**src/rtl/clock_reset_consts.svh**
```systemverilog
// timing constants and reset values for the clock/reset startup monitor
`ifndef CLOCK_RESET_CONSTS_SVH
`define CLOCK_RESET_CONSTS_SVH

`define CLK_PERIOD_PS        32'd4000
// crystal monitor stall window, in ns
`define XMON_MIN_NS          32'd6000
`define XMON_MAX_NS          32'd18500
// stall count: least time rounded up, must stay below the longest time
`define XMON_CYCLES          ((`XMON_MIN_NS * 32'd1000 + `CLK_PERIOD_PS - 32'd1) / `CLK_PERIOD_PS)
`define XMON_MAX_CYCLES      ((`XMON_MAX_NS * 32'd1000) / `CLK_PERIOD_PS)
// quality check windows, in us (longest times round down)
`define CHECK_WINDOW_US      32'd20000
`define TIMEOUT_WINDOW_US    32'd1000000
`define CHECK_WINDOW_CYCLES  ((`CHECK_WINDOW_US * 32'd1000) / (`CLK_PERIOD_PS / 32'd1000))
`define TIMEOUT_CYCLES       ((`TIMEOUT_WINDOW_US * 32'd1000) / (`CLK_PERIOD_PS / 32'd1000))
// good oscillator edges needed inside one check window
`define CHECK_EDGES          16'd4096
// reset pulse and startup, in oscillator periods
`define MIN_RESET_PULSE_OSC  8'd2
`define STARTUP_OSC_CYCLES   8'd192
`define STARTUP_OSC_MAX      8'd196
// wait recovery, in system clock cycles
`define WAIT_RECOVERY_CYC    8'd14

`endif

```
**src/rtl/clock_reset_pkg.sv**
```systemverilog
// types shared by the clock/reset startup monitor
package clock_reset_pkg;
   typedef enum logic [1:0] {
      MODE_RUN,
      MODE_STOP,
      MODE_PSEUDO_STOP,
      MODE_DOZE
   } low_power_mode_type;

   // clock status seen by the rest of the chip
   typedef struct packed {
      logic osc_enable;
      logic sys_clk_enable;
      logic self_clock_mode;
      logic use_vco_source;
   } clock_status_type;

   // wakeup request bundle
   typedef struct packed {
      logic ext_irq;
      logic int_irq;
      logic other_event;
   } wakeup_type;

   // clock/reset flag register contents
   typedef struct packed {
      logic power_on_reset_flag;
      logic low_voltage_reset_flag;
      logic stable_osc_seen;
      logic self_clock_active;
   } clock_reset_flag_register_type;
endpackage

```
**src/rtl/crystal_monitor.sv**
```systemverilog
// crystal monitor: flags an oscillator clock stalled high or low
`timescale 1ns/10ps
`default_nettype none
`include "clock_reset_consts.svh"
module crystal_monitor (
   input  wire logic core_clk_i,
   input  wire logic resetn_i,
   input  wire logic enable_i,
   input  wire logic osc_level_i,
   output logic      osc_edge_o,
   output logic      osc_fail_o
);
   localparam logic [15:0] STALL_LIMIT = 16'(`XMON_CYCLES);

   logic        osc_level_r;
   logic [15:0] stall_cnt_r;
   logic [15:0] stall_cnt_nxt;
   logic        osc_fail_r;

   // an edge is any change of the sampled oscillator level
   assign osc_edge_o    = enable_i && (osc_level_i != osc_level_r);
   assign stall_cnt_nxt = (!enable_i || osc_edge_o) ? 16'h0000 :
                          (stall_cnt_r == STALL_LIMIT) ? stall_cnt_r : stall_cnt_r + 16'h0001;

   // stall counter restarts on either edge, so high and low stalls count alike
   always_ff @(posedge core_clk_i or negedge resetn_i) begin
      if (!resetn_i) begin
         osc_level_r <= 1'b0;
         stall_cnt_r <= 16'h0000;
         osc_fail_r  <= 1'b0;
      end else begin
         osc_level_r <= osc_level_i;
         stall_cnt_r <= stall_cnt_nxt;
         osc_fail_r  <= enable_i && (stall_cnt_nxt == STALL_LIMIT);
      end
   end
   assign osc_fail_o = osc_fail_r;

   property p_fail_after_stall;
      @(posedge core_clk_i) disable iff (!resetn_i)
      $rose(osc_fail_r) |-> $past(stall_cnt_r) == STALL_LIMIT - 16'h0001;
   endproperty
   a_fail_after_stall: assert property (p_fail_after_stall)
      else $error("crystal monitor fired before the least stall time");

   property p_no_fail_on_edge;
      @(posedge core_clk_i) disable iff (!resetn_i)
      osc_edge_o |=> !osc_fail_r;
   endproperty
   a_no_fail_on_edge: assert property (p_no_fail_on_edge)
      else $error("crystal monitor flagged failure despite an oscillator edge");
endmodule
`default_nettype wire

```
**src/rtl/clock_reset_startup_monitor.sv**
```systemverilog
// clock and reset startup, supervision and low-power recovery sequencer
// Functional notes
// - flag oscillator stall at high or low level after 6 to 18.5 us
// - each check window ends by 20 ms, overall timeout by 1 s
// - reset held at least 2 osc periods; startup takes 192-196 osc cycles
// - wait wakeup resumes operation within 14 system clock cycles
// - power-on or low-voltage reset release starts oscillator and quality check
// - quality check timeout without oscillation switches to self-clock
// - power-on reset sets the flag; clear flag means SRAM intact
// - valid external reset with prior stable oscillation skips the quality check
// - external interrupt leaves stop mode through a full quality check
// - oscillator keeps running in pseudo stop and doze
// - any interrupt or wakeup event ends pseudo stop or doze
// - after recovery fetch interrupt vector if interrupt woke, else continue
// - self-clock mode uses the voltage controlled oscillator as system clock
`timescale 1ns/10ps
`default_nettype none
`include "clock_reset_consts.svh"
module clock_reset_startup_monitor #(
   parameter int unsigned CHECK_WINDOW_CYCLES = `CHECK_WINDOW_CYCLES,
   parameter int unsigned TIMEOUT_CYCLES      = `TIMEOUT_CYCLES
) (
   input  wire logic                                          core_clk_i,
   input  wire logic                                          resetn_i,
   input  wire logic                                          power_on_reset_i,
   input  wire logic                                          low_voltage_reset_i,
   input  wire logic                                          ext_resetn_i,
   input  wire logic                                          osc_level_i,
   input  wire logic                                          mode_req_valid_i,
   input  wire clock_reset_pkg::low_power_mode_type           mode_req_i,
   input  wire logic                                          wait_req_i,
   input  wire clock_reset_pkg::wakeup_type                   wakeup_i,
   input  wire logic                                          flag_clear_i,
   output logic                                               core_resetn_o,
   output clock_reset_pkg::clock_status_type                  clk_status_o,
   output clock_reset_pkg::clock_reset_flag_register_type     clock_reset_flag_register_o,
   output logic                                               osc_fail_o,
   output logic                                               fetch_irq_vector_o,
   output logic                                               resume_o
);
   typedef enum logic [3:0] {
      ST_HOLD,
      ST_CHECK,
      ST_STARTUP,
      ST_RUN,
      ST_STOP,
      ST_LIGHT_SLEEP,
      ST_WAIT,
      ST_RECOVER
   } seq_state_type;

   localparam logic [31:0] WIN_LIMIT = 32'(CHECK_WINDOW_CYCLES);
   localparam logic [31:0] TMO_LIMIT = 32'(TIMEOUT_CYCLES);

   seq_state_type state_r;
   seq_state_type state_nxt;
   logic [31:0]   win_cnt_r;
   logic [31:0]   tmo_cnt_r;
   logic [15:0]   edge_cnt_r;
   logic [7:0]    osc_cnt_r;
   logic [7:0]    rst_low_cnt_r;
   logic [7:0]    wait_cnt_r;
   logic          woke_by_irq_r;
   logic          osc_enable_r;
   logic          self_clk_r;
   logic          stable_r;
   logic          por_flag_r;
   logic          lvr_flag_r;
   logic          core_resetn_r;
   logic          fetch_r;
   logic          resume_r;
   logic          osc_edge;
   logic          osc_fail;

   // hazard: the monitor only watches while the oscillator is meant to run
   crystal_monitor u_xmon (
      .core_clk_i  (core_clk_i),
      .resetn_i    (resetn_i),
      .enable_i    (osc_enable_r),
      .osc_level_i (osc_level_i),
      .osc_edge_o  (osc_edge),
      .osc_fail_o  (osc_fail)
   );

   // decoded conditions
   wire supply_reset  = power_on_reset_i || low_voltage_reset_i;
   // one oscillator period per rising level; a third rise proves two full periods low
   wire osc_rise      = osc_edge && osc_level_i;
   wire ext_rst_valid = !ext_resetn_i && (rst_low_cnt_r >= `MIN_RESET_PULSE_OSC) && osc_rise;
   wire any_wake      = wakeup_i.ext_irq || wakeup_i.int_irq || wakeup_i.other_event;
   wire irq_wake      = wakeup_i.ext_irq || wakeup_i.int_irq;
   wire win_done      = (win_cnt_r >= WIN_LIMIT - 32'd1);
   wire check_pass    = (edge_cnt_r >= `CHECK_EDGES) && !osc_fail;
   wire check_timeout = (tmo_cnt_r >= TMO_LIMIT - 32'd1);
   wire startup_done  = osc_rise && (osc_cnt_r >= `STARTUP_OSC_CYCLES - 8'd1);
   wire wait_done     = (wait_cnt_r >= `WAIT_RECOVERY_CYC - 8'd1);
   wire in_check      = (state_r == ST_CHECK);

   // sequencer next state
   always_comb begin
      state_nxt = state_r;
      unique case (state_r)
         ST_HOLD:        state_nxt = supply_reset ? ST_HOLD : ST_CHECK;
         // core still out of reset means a stop wakeup: recover, do not restart
         ST_CHECK: begin
            if (check_pass) begin
               state_nxt = core_resetn_r ? ST_RECOVER : ST_STARTUP;
            end else if (check_timeout) begin
               state_nxt = core_resetn_r ? ST_RECOVER : ST_STARTUP;
            end
         end
         ST_STARTUP:     state_nxt = (startup_done || self_clk_r) ? ST_RUN : ST_STARTUP;
         ST_RUN: begin
            if (wait_req_i) begin
               state_nxt = ST_WAIT;
            end else if (mode_req_valid_i && mode_req_i == clock_reset_pkg::MODE_STOP) begin
               state_nxt = ST_STOP;
            end else if (mode_req_valid_i && mode_req_i != clock_reset_pkg::MODE_RUN) begin
               state_nxt = ST_LIGHT_SLEEP;
            end
         end
         ST_STOP:        state_nxt = wakeup_i.ext_irq ? ST_CHECK : ST_STOP;
         ST_LIGHT_SLEEP: state_nxt = any_wake ? ST_RECOVER : ST_LIGHT_SLEEP;
         ST_WAIT:        state_nxt = any_wake ? ST_RECOVER : ST_WAIT;
         ST_RECOVER:     state_nxt = wait_done ? ST_RUN : ST_RECOVER;
      endcase
      // valid external reset: bypass the check when oscillation was stable
      if (ext_rst_valid) begin
         state_nxt = stable_r ? ST_STARTUP : ST_CHECK;
      end
      if (supply_reset) begin
         state_nxt = ST_HOLD;
      end
   end

   // sequencer state and counters
   always_ff @(posedge core_clk_i or negedge resetn_i) begin
      if (!resetn_i) begin
         state_r       <= ST_HOLD;
         win_cnt_r     <= 32'h0000_0000;
         tmo_cnt_r     <= 32'h0000_0000;
         edge_cnt_r    <= 16'h0000;
         osc_cnt_r     <= 8'h00;
         rst_low_cnt_r <= 8'h00;
         wait_cnt_r    <= 8'h00;
         woke_by_irq_r <= 1'b0;
      end else begin
         state_r       <= state_nxt;
         // a fresh window restarts the edge count; timeout runs across windows
         win_cnt_r     <= (!in_check || win_done) ? 32'h0000_0000 : win_cnt_r + 32'd1;
         tmo_cnt_r     <= in_check ? tmo_cnt_r + 32'd1 : 32'h0000_0000;
         edge_cnt_r    <= (!in_check || win_done || osc_fail) ? 16'h0000 :
                          (osc_edge && !check_pass) ? edge_cnt_r + 16'h0001 : edge_cnt_r;
         // startup counts oscillator periods from the release of the pin
         osc_cnt_r     <= (state_r != ST_STARTUP || !ext_resetn_i) ? 8'h00 :
                          osc_rise ? osc_cnt_r + 8'h01 : osc_cnt_r;
         // reset pulse width counted in oscillator periods
         rst_low_cnt_r <= ext_resetn_i ? 8'h00 :
                          (osc_rise && rst_low_cnt_r != 8'hff) ? rst_low_cnt_r + 8'h01 :
                          rst_low_cnt_r;
         wait_cnt_r    <= (state_r == ST_RECOVER) ? wait_cnt_r + 8'h01 : 8'h00;
         if (state_r != ST_RECOVER && !in_check) begin // held through a stop check
            woke_by_irq_r <= irq_wake;
         end
      end
   end

   // oscillator, self-clock and flag state
   always_ff @(posedge core_clk_i or negedge resetn_i) begin
      if (!resetn_i) begin
         osc_enable_r  <= 1'b0;
         self_clk_r    <= 1'b0;
         stable_r      <= 1'b0;
         por_flag_r    <= 1'b1;
         lvr_flag_r    <= 1'b0;
         core_resetn_r <= 1'b0;
         fetch_r       <= 1'b0;
         resume_r      <= 1'b0;
      end else begin
         // supply reset hold and stop mode halt the crystal; sleep states keep it running
         osc_enable_r  <= (state_nxt != ST_HOLD) && (state_nxt != ST_STOP);
         // a supply reset restarts the crystal, so the self clock is dropped
         if (supply_reset) begin
            self_clk_r <= 1'b0;
         end else if (in_check && check_timeout && !check_pass) begin
            self_clk_r <= 1'b1;
         end else if (in_check && check_pass) begin
            self_clk_r <= 1'b0;
         end else if (osc_fail && state_r == ST_RUN) begin
            self_clk_r <= 1'b1;
         end
         // kept across external reset, lost on supply reset, stop, or failure
         if (supply_reset || osc_fail || state_r == ST_STOP) begin
            stable_r <= 1'b0;
         end else if (in_check && check_pass) begin
            stable_r <= 1'b1;
         end
         // set wins over software clear
         if (power_on_reset_i) begin
            por_flag_r <= 1'b1;
         end else if (flag_clear_i) begin
            por_flag_r <= 1'b0;
         end
         if (low_voltage_reset_i) begin
            lvr_flag_r <= 1'b1;
         end else if (flag_clear_i) begin
            lvr_flag_r <= 1'b0;
         end
         core_resetn_r <= (state_nxt == ST_RUN) || (core_resetn_r &&
                          state_nxt != ST_HOLD && !ext_rst_valid &&
                          state_nxt != ST_STARTUP);
         fetch_r       <= (state_r == ST_RECOVER) && wait_done && woke_by_irq_r;
         resume_r      <= (state_r == ST_RECOVER) && wait_done;
      end
   end

   // status outputs
   assign core_resetn_o                                   = core_resetn_r;
   assign clk_status_o.osc_enable                         = osc_enable_r;
   assign clk_status_o.sys_clk_enable                     = core_resetn_r &&
                                                            (state_r == ST_RUN ||
                                                             state_r == ST_RECOVER);
   assign clk_status_o.self_clock_mode                    = self_clk_r;
   assign clk_status_o.use_vco_source                     = self_clk_r;
   assign clock_reset_flag_register_o.power_on_reset_flag    = por_flag_r;
   assign clock_reset_flag_register_o.low_voltage_reset_flag = lvr_flag_r;
   assign clock_reset_flag_register_o.stable_osc_seen        = stable_r;
   assign clock_reset_flag_register_o.self_clock_active      = self_clk_r;
   assign osc_fail_o                                      = osc_fail;
   assign fetch_irq_vector_o                              = fetch_r;
   assign resume_o                                        = resume_r;

   // assertions
   property p_wait_recovery;
      @(posedge core_clk_i) disable iff (!resetn_i)
      (state_r == ST_WAIT && any_wake && !supply_reset && !ext_rst_valid)
         |-> ##[1:15] resume_r;
   endproperty
   a_wait_recovery: assert property (p_wait_recovery)
      else $error("wait recovery exceeded 14 cycles");

   property p_supply_release_check;
      @(posedge core_clk_i) disable iff (!resetn_i)
      (state_r == ST_HOLD && !supply_reset) |=> state_r == ST_CHECK;
   endproperty
   a_supply_release_check: assert property (p_supply_release_check)
      else $error("supply reset release did not start the quality check");

   property p_timeout_self_clock;
      @(posedge core_clk_i) disable iff (!resetn_i)
      (in_check && check_timeout && !check_pass && !supply_reset) |=> self_clk_r;
   endproperty
   a_timeout_self_clock: assert property (p_timeout_self_clock)
      else $error("timeout did not select the self clock");

   property p_por_flag;
      @(posedge core_clk_i) disable iff (!resetn_i)
      power_on_reset_i |=> por_flag_r;
   endproperty
   a_por_flag: assert property (p_por_flag)
      else $error("power-on reset flag not set");

   property p_ext_reset_bypass;
      @(posedge core_clk_i) disable iff (!resetn_i)
      (ext_rst_valid && stable_r && !supply_reset) |=> state_r == ST_STARTUP && stable_r;
   endproperty
   a_ext_reset_bypass: assert property (p_ext_reset_bypass)
      else $error("external reset with stable oscillator did not bypass the check");

   property p_stop_wake_check;
      @(posedge core_clk_i) disable iff (!resetn_i)
      (state_r == ST_STOP && wakeup_i.ext_irq && !supply_reset && !ext_rst_valid)
         |=> in_check && !clk_status_o.sys_clk_enable;
   endproperty
   a_stop_wake_check: assert property (p_stop_wake_check)
      else $error("stop wakeup released clocks without a quality check");

   property p_osc_runs_in_sleep;
      @(posedge core_clk_i) disable iff (!resetn_i)
      (state_r == ST_LIGHT_SLEEP) |-> osc_enable_r;
   endproperty
   a_osc_runs_in_sleep: assert property (p_osc_runs_in_sleep)
      else $error("oscillator stopped in pseudo stop or doze");

   property p_sleep_wake;
      @(posedge core_clk_i) disable iff (!resetn_i)
      (state_r == ST_LIGHT_SLEEP && any_wake && !supply_reset && !ext_rst_valid)
         |=> state_r == ST_RECOVER;
   endproperty
   a_sleep_wake: assert property (p_sleep_wake)
      else $error("wakeup event did not end pseudo stop or doze");

   property p_fetch_only_irq;
      @(posedge core_clk_i) disable iff (!resetn_i)
      fetch_r |-> resume_r && woke_by_irq_r;
   endproperty
   a_fetch_only_irq: assert property (p_fetch_only_irq)
      else $error("interrupt vector fetched without an interrupt wakeup");

   property p_vco_source;
      @(posedge core_clk_i) disable iff (!resetn_i)
      self_clk_r |-> clk_status_o.use_vco_source;
   endproperty
   a_vco_source: assert property (p_vco_source)
      else $error("self clock mode not sourced from the oscillator of the pll");

   c_reach_run:     cover property (@(posedge core_clk_i) disable iff (!resetn_i)
                                    state_r == ST_RUN);
   c_self_clock:    cover property (@(posedge core_clk_i) disable iff (!resetn_i)
                                    $rose(self_clk_r));
   c_irq_fetch:     cover property (@(posedge core_clk_i) disable iff (!resetn_i)
                                    fetch_r);
   c_ext_bypass:    cover property (@(posedge core_clk_i) disable iff (!resetn_i)
                                    ext_rst_valid && stable_r);
endmodule
`default_nettype wire

```
**config.mk**
```make
export PLATFORM = sky130hd
export DESIGN_NAME = clock_reset_startup_monitor
export DESIGN_NICKNAME = d
export VERILOG_FILES = /design/src/rtl/clock_reset_pkg.sv /design/src/rtl/crystal_monitor.sv /design/src/rtl/clock_reset_startup_monitor.sv
export VERILOG_INCLUDE_DIRS = /design/src /design/src/rtl
export SDC_FILE = /design/constraint.sdc
export NUM_CORES = 1
export LEC_CHECK = 0
export BUFFER_PORTS_ARGS = -buffer_cell sky130_fd_sc_hd__buf_2
export CORE_ASPECT_RATIO = 1.1
export CORE_MARGIN = 4
export CORE_UTILIZATION = 59
export DETAILED_ROUTE_END_ITERATION = 8
export PLACE_DENSITY = 0.81
export SLEW_MARGIN = 20
export SYNTH_ARGS = -nofsm -noshare
export SYNTH_HDL_FRONTEND = slang
export SYNTH_HIERARCHICAL = 1
export SYNTH_SLANG_ARGS = --single-unit
export TNS_END_PERCENT = 5
```
**constraint.sdc**
```tcl
create_clock -name core_clk_i -period 3.95 [get_ports core_clk_i]
set_input_delay 0.1975 -clock core_clk_i [delete_from_list [all_inputs] [get_ports core_clk_i]]
set_output_delay 0.1975 -clock core_clk_i [all_outputs]
set_load 0.005 [all_outputs]
```
; Word level (Yosys, flattened, before mapping)
; Index checks and enable logic that the tools add are counted.
[totals]
reg_bits = 135
latch_bits = 0
mem_bits_rw = 0
rom_bits = 0
in_bits = 14
out_inout_bits = 12
mem_count = 0
[classes]
n_addsub = 7
multipliers = 0
div = 0
order_cmp = 6
n_eq_ne = 17
shifts = 0
mux = 35
bitwise_logic = 0
n_reduce_logical = 51
[ops]
columns = op, count
row1 = 32-bit by 1-bit adder with 32-bit output (second input constant), 2
row2 = 16-bit two-way mux, 4
row3 = 32-bit two-way mux, 2
row4 = 8-bit two-way mux, 5
row5 = 16-bit by 1-bit adder with 16-bit output (second input constant), 2
row6 = 16-bit by 11-bit equality test with 1-bit output (second input constant), 2
row7 = 32-bit by 23-bit >= comparator with 1-bit output (second input constant), 1
row8 = 32-bit by 28-bit >= comparator with 1-bit output (second input constant), 1
row9 = 4-bit case mux with 8 select lines, 1
row10 = 4-bit two-way mux, 7
row11 = 8-bit by 1-bit adder with 8-bit output (second input constant), 3
row12 = 1-bit logical AND, 23
row13 = 4-bit by 3-bit equality test with 1-bit output (second input constant), 4
row14 = 16-bit by 13-bit >= comparator with 1-bit output (second input constant), 1
row15 = 2-bit nonzero test, 7
row16 = 4-bit by 2-bit equality test with 1-bit output (second input constant), 3
row17 = 1-bit logical OR, 12
row18 = 1-bit two-way mux, 11
row19 = 3-bit two-way mux, 3
row20 = 8-bit by 2-bit >= comparator with 1-bit output (second input constant), 1
row21 = 8-bit by 4-bit >= comparator with 1-bit output (second input constant), 1
row22 = 8-bit >= comparator (second input constant), 1
row23 = 4-bit by 2-bit != test with 1-bit output (second input constant), 2
row24 = 4-bit by 3-bit != test with 1-bit output (second input constant), 2
row25 = other kinds (8), 15

; Logic depth before layout (Yosys ltp)
[logic_depth]
ltp_word = 14
mapped_depth = 9
ltp_nobuf = 9

; Hierarchy
; Netlist, hierarchy kept.
[by_module_without_submodules]
columns = module, instances, cells_per_inst, area_each_um2, seq_area_each_um2
row1 = clock_reset_startup_monitor, 1, 575, 5681.7, 2929.1
row2 = crystal_monitor, 1, 123, 1156.1, 450.4

; Worst setup path before layout
; OpenSTA, ideal clock, no wires.
[synth_timing]
path_type = flip-flop to flip-flop
startpoint = reg win_cnt_r[0]
endpoint = reg edge_cnt_r[10]
setup_ns = 0.081
arrival_time_ns = 2.222
t_required_ns = 3.869
path_slack_ns = 1.647
stages_incl_launch_ff = 10
period_less_slack_ns = 2.303
cell_sequence = dfrtp_1 ha_1 and4_4 a211o_1 a31o_1 a211o_1 a21oi_2 o21bai_2 buf_4 nor3_2
[synth_via]
elab_chain_cells = 4
elab_cells_between_ends = 5
[synth_lines]
columns = item, line
row1 = from (decl), clock_reset_startup_monitor.sv:57  ; logic [31:0] win_cnt_r;
row2 = from (signal assigned), clock_reset_startup_monitor.sv:150  ; win_cnt_r <= (!in_check || win_done) ? 32'h0000_0000 : win_cnt_r + 32'd1;
row3 = 32-bit by 23-bit >= comparator with 1-bit output *, clock_reset_startup_monitor.sv:92  ; wire win_done = (win_cnt_r >= WIN_LIMIT - 32'd1);
row4 = 1-bit logical OR * (2 in series), clock_reset_startup_monitor.sv:152  ; edge_cnt_r <= (!in_check || win_done || osc_fail) ? 16'h0000 :
row5 = 16-bit two-way mux / 2-bit nonzero test (equally long branches), --
row6 = to (signal assigned), clock_reset_startup_monitor.sv:152
row7 = to (decl), clock_reset_startup_monitor.sv:59  ; logic [15:0] edge_cnt_r;
; Mark *: on every way between the ends. The rest lies on a longest branch, timed or not.
; A chain may end at the register's enable or synchronous reset.

; Worst setup path in the final report
[layout_timing]
startpoint = reg win_cnt_r[0]
endpoint = reg edge_cnt_r[3]
; The elaborated chain is that of the path after synthesis.

==> impl_metrics.ini <==
[die]
die_h_um = 121
fp.dieArea_um2 = 13400
coreArea_um2 = 11100
row_count = 40
die_w_um = 111
start_util = 0.615
pin_count = 26

[cells_and_area]
layout_common_cells = dfrtp_1 (134), nor2_1 (106), xor2_1 (55)
layout.nets = 750
area_growth_pct = 12.4
fillers = 791
antenna_cells = 0
drive_gt1_frac = 0.118
layout_commonest_cell = dfrtp_1

[global_routing]
grt_overflow = 0
grt_pass1_vias = 5188
antenna_found_initial = 0
grt_util_all_layers = 0.216
grt_pass1_wl_um = 23700
grt_max_degree = 84

[placed_design]
hpwl_um = 8890
portBuffers = 25
place.gp.congestion = 0.855

[clocking]
clock_sinks = 135
cts.clk_slew.worst_paths_ps = 60
cts_buffers = 17
cts_tree = done
clock_path_buffers = 2
cts_setup_buffers = 0
root_buffer = clkbuf_16
htree_levels = 4
clock_latency_ps = 420

[synthesis]
synth_cells = 698
ys_top_cells_by_area = dfrtp_1 (49%), xor2_1 (7.0%), nor2_1 (5.8%)
synth_ff_type = dfrtp_1
ys_warn_count = 6
synth.distinct_cells = 72
async_flop_share = 1.00
synth_seq_cells = 135
netlist.area_leader.share = 0.490
synth_largest_area_cell = dfrtp_1
syn_area_um2 = 6840
ys_seq_area_frac = 0.494
synth-edff-count = 0
avgSynthCellArea_um2 = 9.80

[worst_setup_path]
worstSetupEndpointType = register
path_buf_inv = 0
max_stage_delay_ps = 420
crit_top_cell = a211o_1
startpoint = win_cnt_r[0]$_DFF_PN0_
crit_type = register to register
crit_fanout = 27
cpLargestDelayFamily = compound AO/OA/AOI/OAI gates
cp_cell_sequence = ha_1, and4_4, a211o_1, a31o_1, a211o_1, a21oi_2, o21bai_4, nor3_1
rrSetupSlack_ps = 1430
crit_slowest_cell = dfrtp_1
start_kind = register
crit_arrival_ps = 2850
regToRegStartpoint = win_cnt_r[0]$_DFF_PN0_
crit_required_ps = 4280
rr_worst_depth = 8
reg2reg_to = edge_cnt_r[3]$_DFFE_PN0P_

[run_status]
outcome = finished clean

[sta]
max-slew-margin-rel = 0.503
period_needed_ps = 2520
fin_crit_sh = 0.638
slew_viol_final = 0
rsz0062_at_grt = no
whs_ps = 18.9
setup_tns_ps = 0
setup_viol = 0
hold_viol = 0
worst-slew-pin-transition_ps = 738
fin_skew_ps = 7.45
clock.fmax_ghz = 0.397

[worst_hold_path]
hold_depth = 2
worstHoldStart = low_voltage_reset_i
hp-class = primary input to register
holdPathEnd = lvr_flag_r$_DFFE_PN0P_

[route]
wl_per_cell_um = 15.1
drc = 0
routed_wl_um = 13300
vias_per_cell = 5.79
ant_nets = 0
first_pass_iters = 5
dr.first_iter.drc_count = 351
routed-via-count = 5115

[power]
pwr_density_cell_nw_per_um2 = 407
ir_drop_uv = 252
p_leak_nw = 3.20

[run]
drv_cap = 0
-- area by class of cell --
type	count	area, µm²	share of cell area
clock buffer	24	502	0.0653
clock inverter	8	118	0.0153
inverter	16	60.1	0.00782
multi-input combinational	523	3260	0.424
sequential	135	3380	0.440
tap	147	184	0.0239
timing repair buffer	31	181	0.0236
-- through the flow --
step | utilization | instances | cell area (µm²) | power, mW | setup WS [ps]
after floorplan | - | 707 | 6870 | 1.46 | 1650
after global placement | 0.633 | 850 | 7030 | 1.50 | 1410
after detailed placement | 0.633 | 850 | 7030 | 1.51 | 1290
after CTS | 0.691 | 884 | 7670 | 3.16 | 1280
after global routing | 0.692 | 884 | 7680 | 3.25 | 1250
final | 0.692 | 884 | 7680 | 3.13 | 1430
-- power by group --
group	internal, mW	leakage (nW)	total [mW]	switching (mW)
Clock	1.07	0.306	1.64	0.571
Combinational	0.0225	1.05	0.0786	0.0560
Sequential	1.40	1.85	1.40	0.00913
-- sequential cells by signal, summed over array words and instances (netlist names), 4 cells and up --
register / count
edge_cnt_r: 16
osc_cnt_r: 8
rst_low_cnt_r: 8
state_r: 4
tmo_cnt_r: 32
u_xmon/stall_cnt_r: 16
wait_cnt_r: 8
win_cnt_r: 32
-- worst reg2reg max path: stages (launching register included) --
cell and delay, ps:
dfrtp_1 420, ha_1 260, and4_4 220, a211o_1 290
a31o_1 220, a211o_1 300, a21oi_2 220, o21bai_4 240
nor3_1 260
-- worst max-delay path by stage --
| stage | slack, ps | cells after the start | end |
|---|---|---|---|
| 2_1_floorplan | 1650 | 9 | edge_cnt_r[10]$_DFFE_PN0P_ |
| 3_3_place_gp | 1410 | 8 | edge_cnt_r[14]$_DFFE_PN0P_ |
| 3_5_place_dp | 1290 | 8 | edge_cnt_r[15]$_DFFE_PN0P_ |
| 4_1_cts | 1280 | 8 | edge_cnt_r[15]$_DFFE_PN0P_ |
| 5_1_grt | 1250 | 5 | edge_cnt_r[15]$_DFFE_PN0P_ |
| 6_report | 1430 | 8 | edge_cnt_r[3]$_DFFE_PN0P_ |
-- synthesized netlist by cell type, types with 5 or more instances --
cell type	number
a31oi_1	7
dfrtp_1	134
nand2_1	43
buf_4	9
nor3_1	22
nor2b_1	7
ha_1	12
and2_1	6
inv_1	16
nor4_1	11
xnor2_1	30
buf_2	6
xor2_1	55
a21oi_1	18
or3_1	11
and3_1	22
clkbuf_1	16
nor3b_1	5
nand4_1	20
o21ai_0	16
nor2_1	106
nand3_1	47
nor3_2	6
-- layer usage --
layer	GRT usage	wire (µm)	vias up	share of wire
li1	-	-	2471	-
met1	0.266	5760	2518	0.43
met2	0.363	6810	98	0.51
met3	0.0618	489	28	0.037
met4	0.0801	252	0	0.019
met5	0	0	-	0
-- cells by family after synthesis --
family	after synthesis	synth area share
and+or+nand+nor	336	0.257
DFF	135	0.494
xor gates and xnor gates	85	0.109
AOI/OAI and AO/OA	78	0.0789
buffers and inverters	49	0.0351
adders and majority gates	13	0.0234
other	1	0.000548
muxes	1	0.00146
-- what timing repair did --
item | in CTS | in global routing
hold endpoints to repair | 50 | 0
resized for setup | 0 | 0
hold buffers | 2 | 0
No activity file was read; power rests on OpenSTA's default activity.
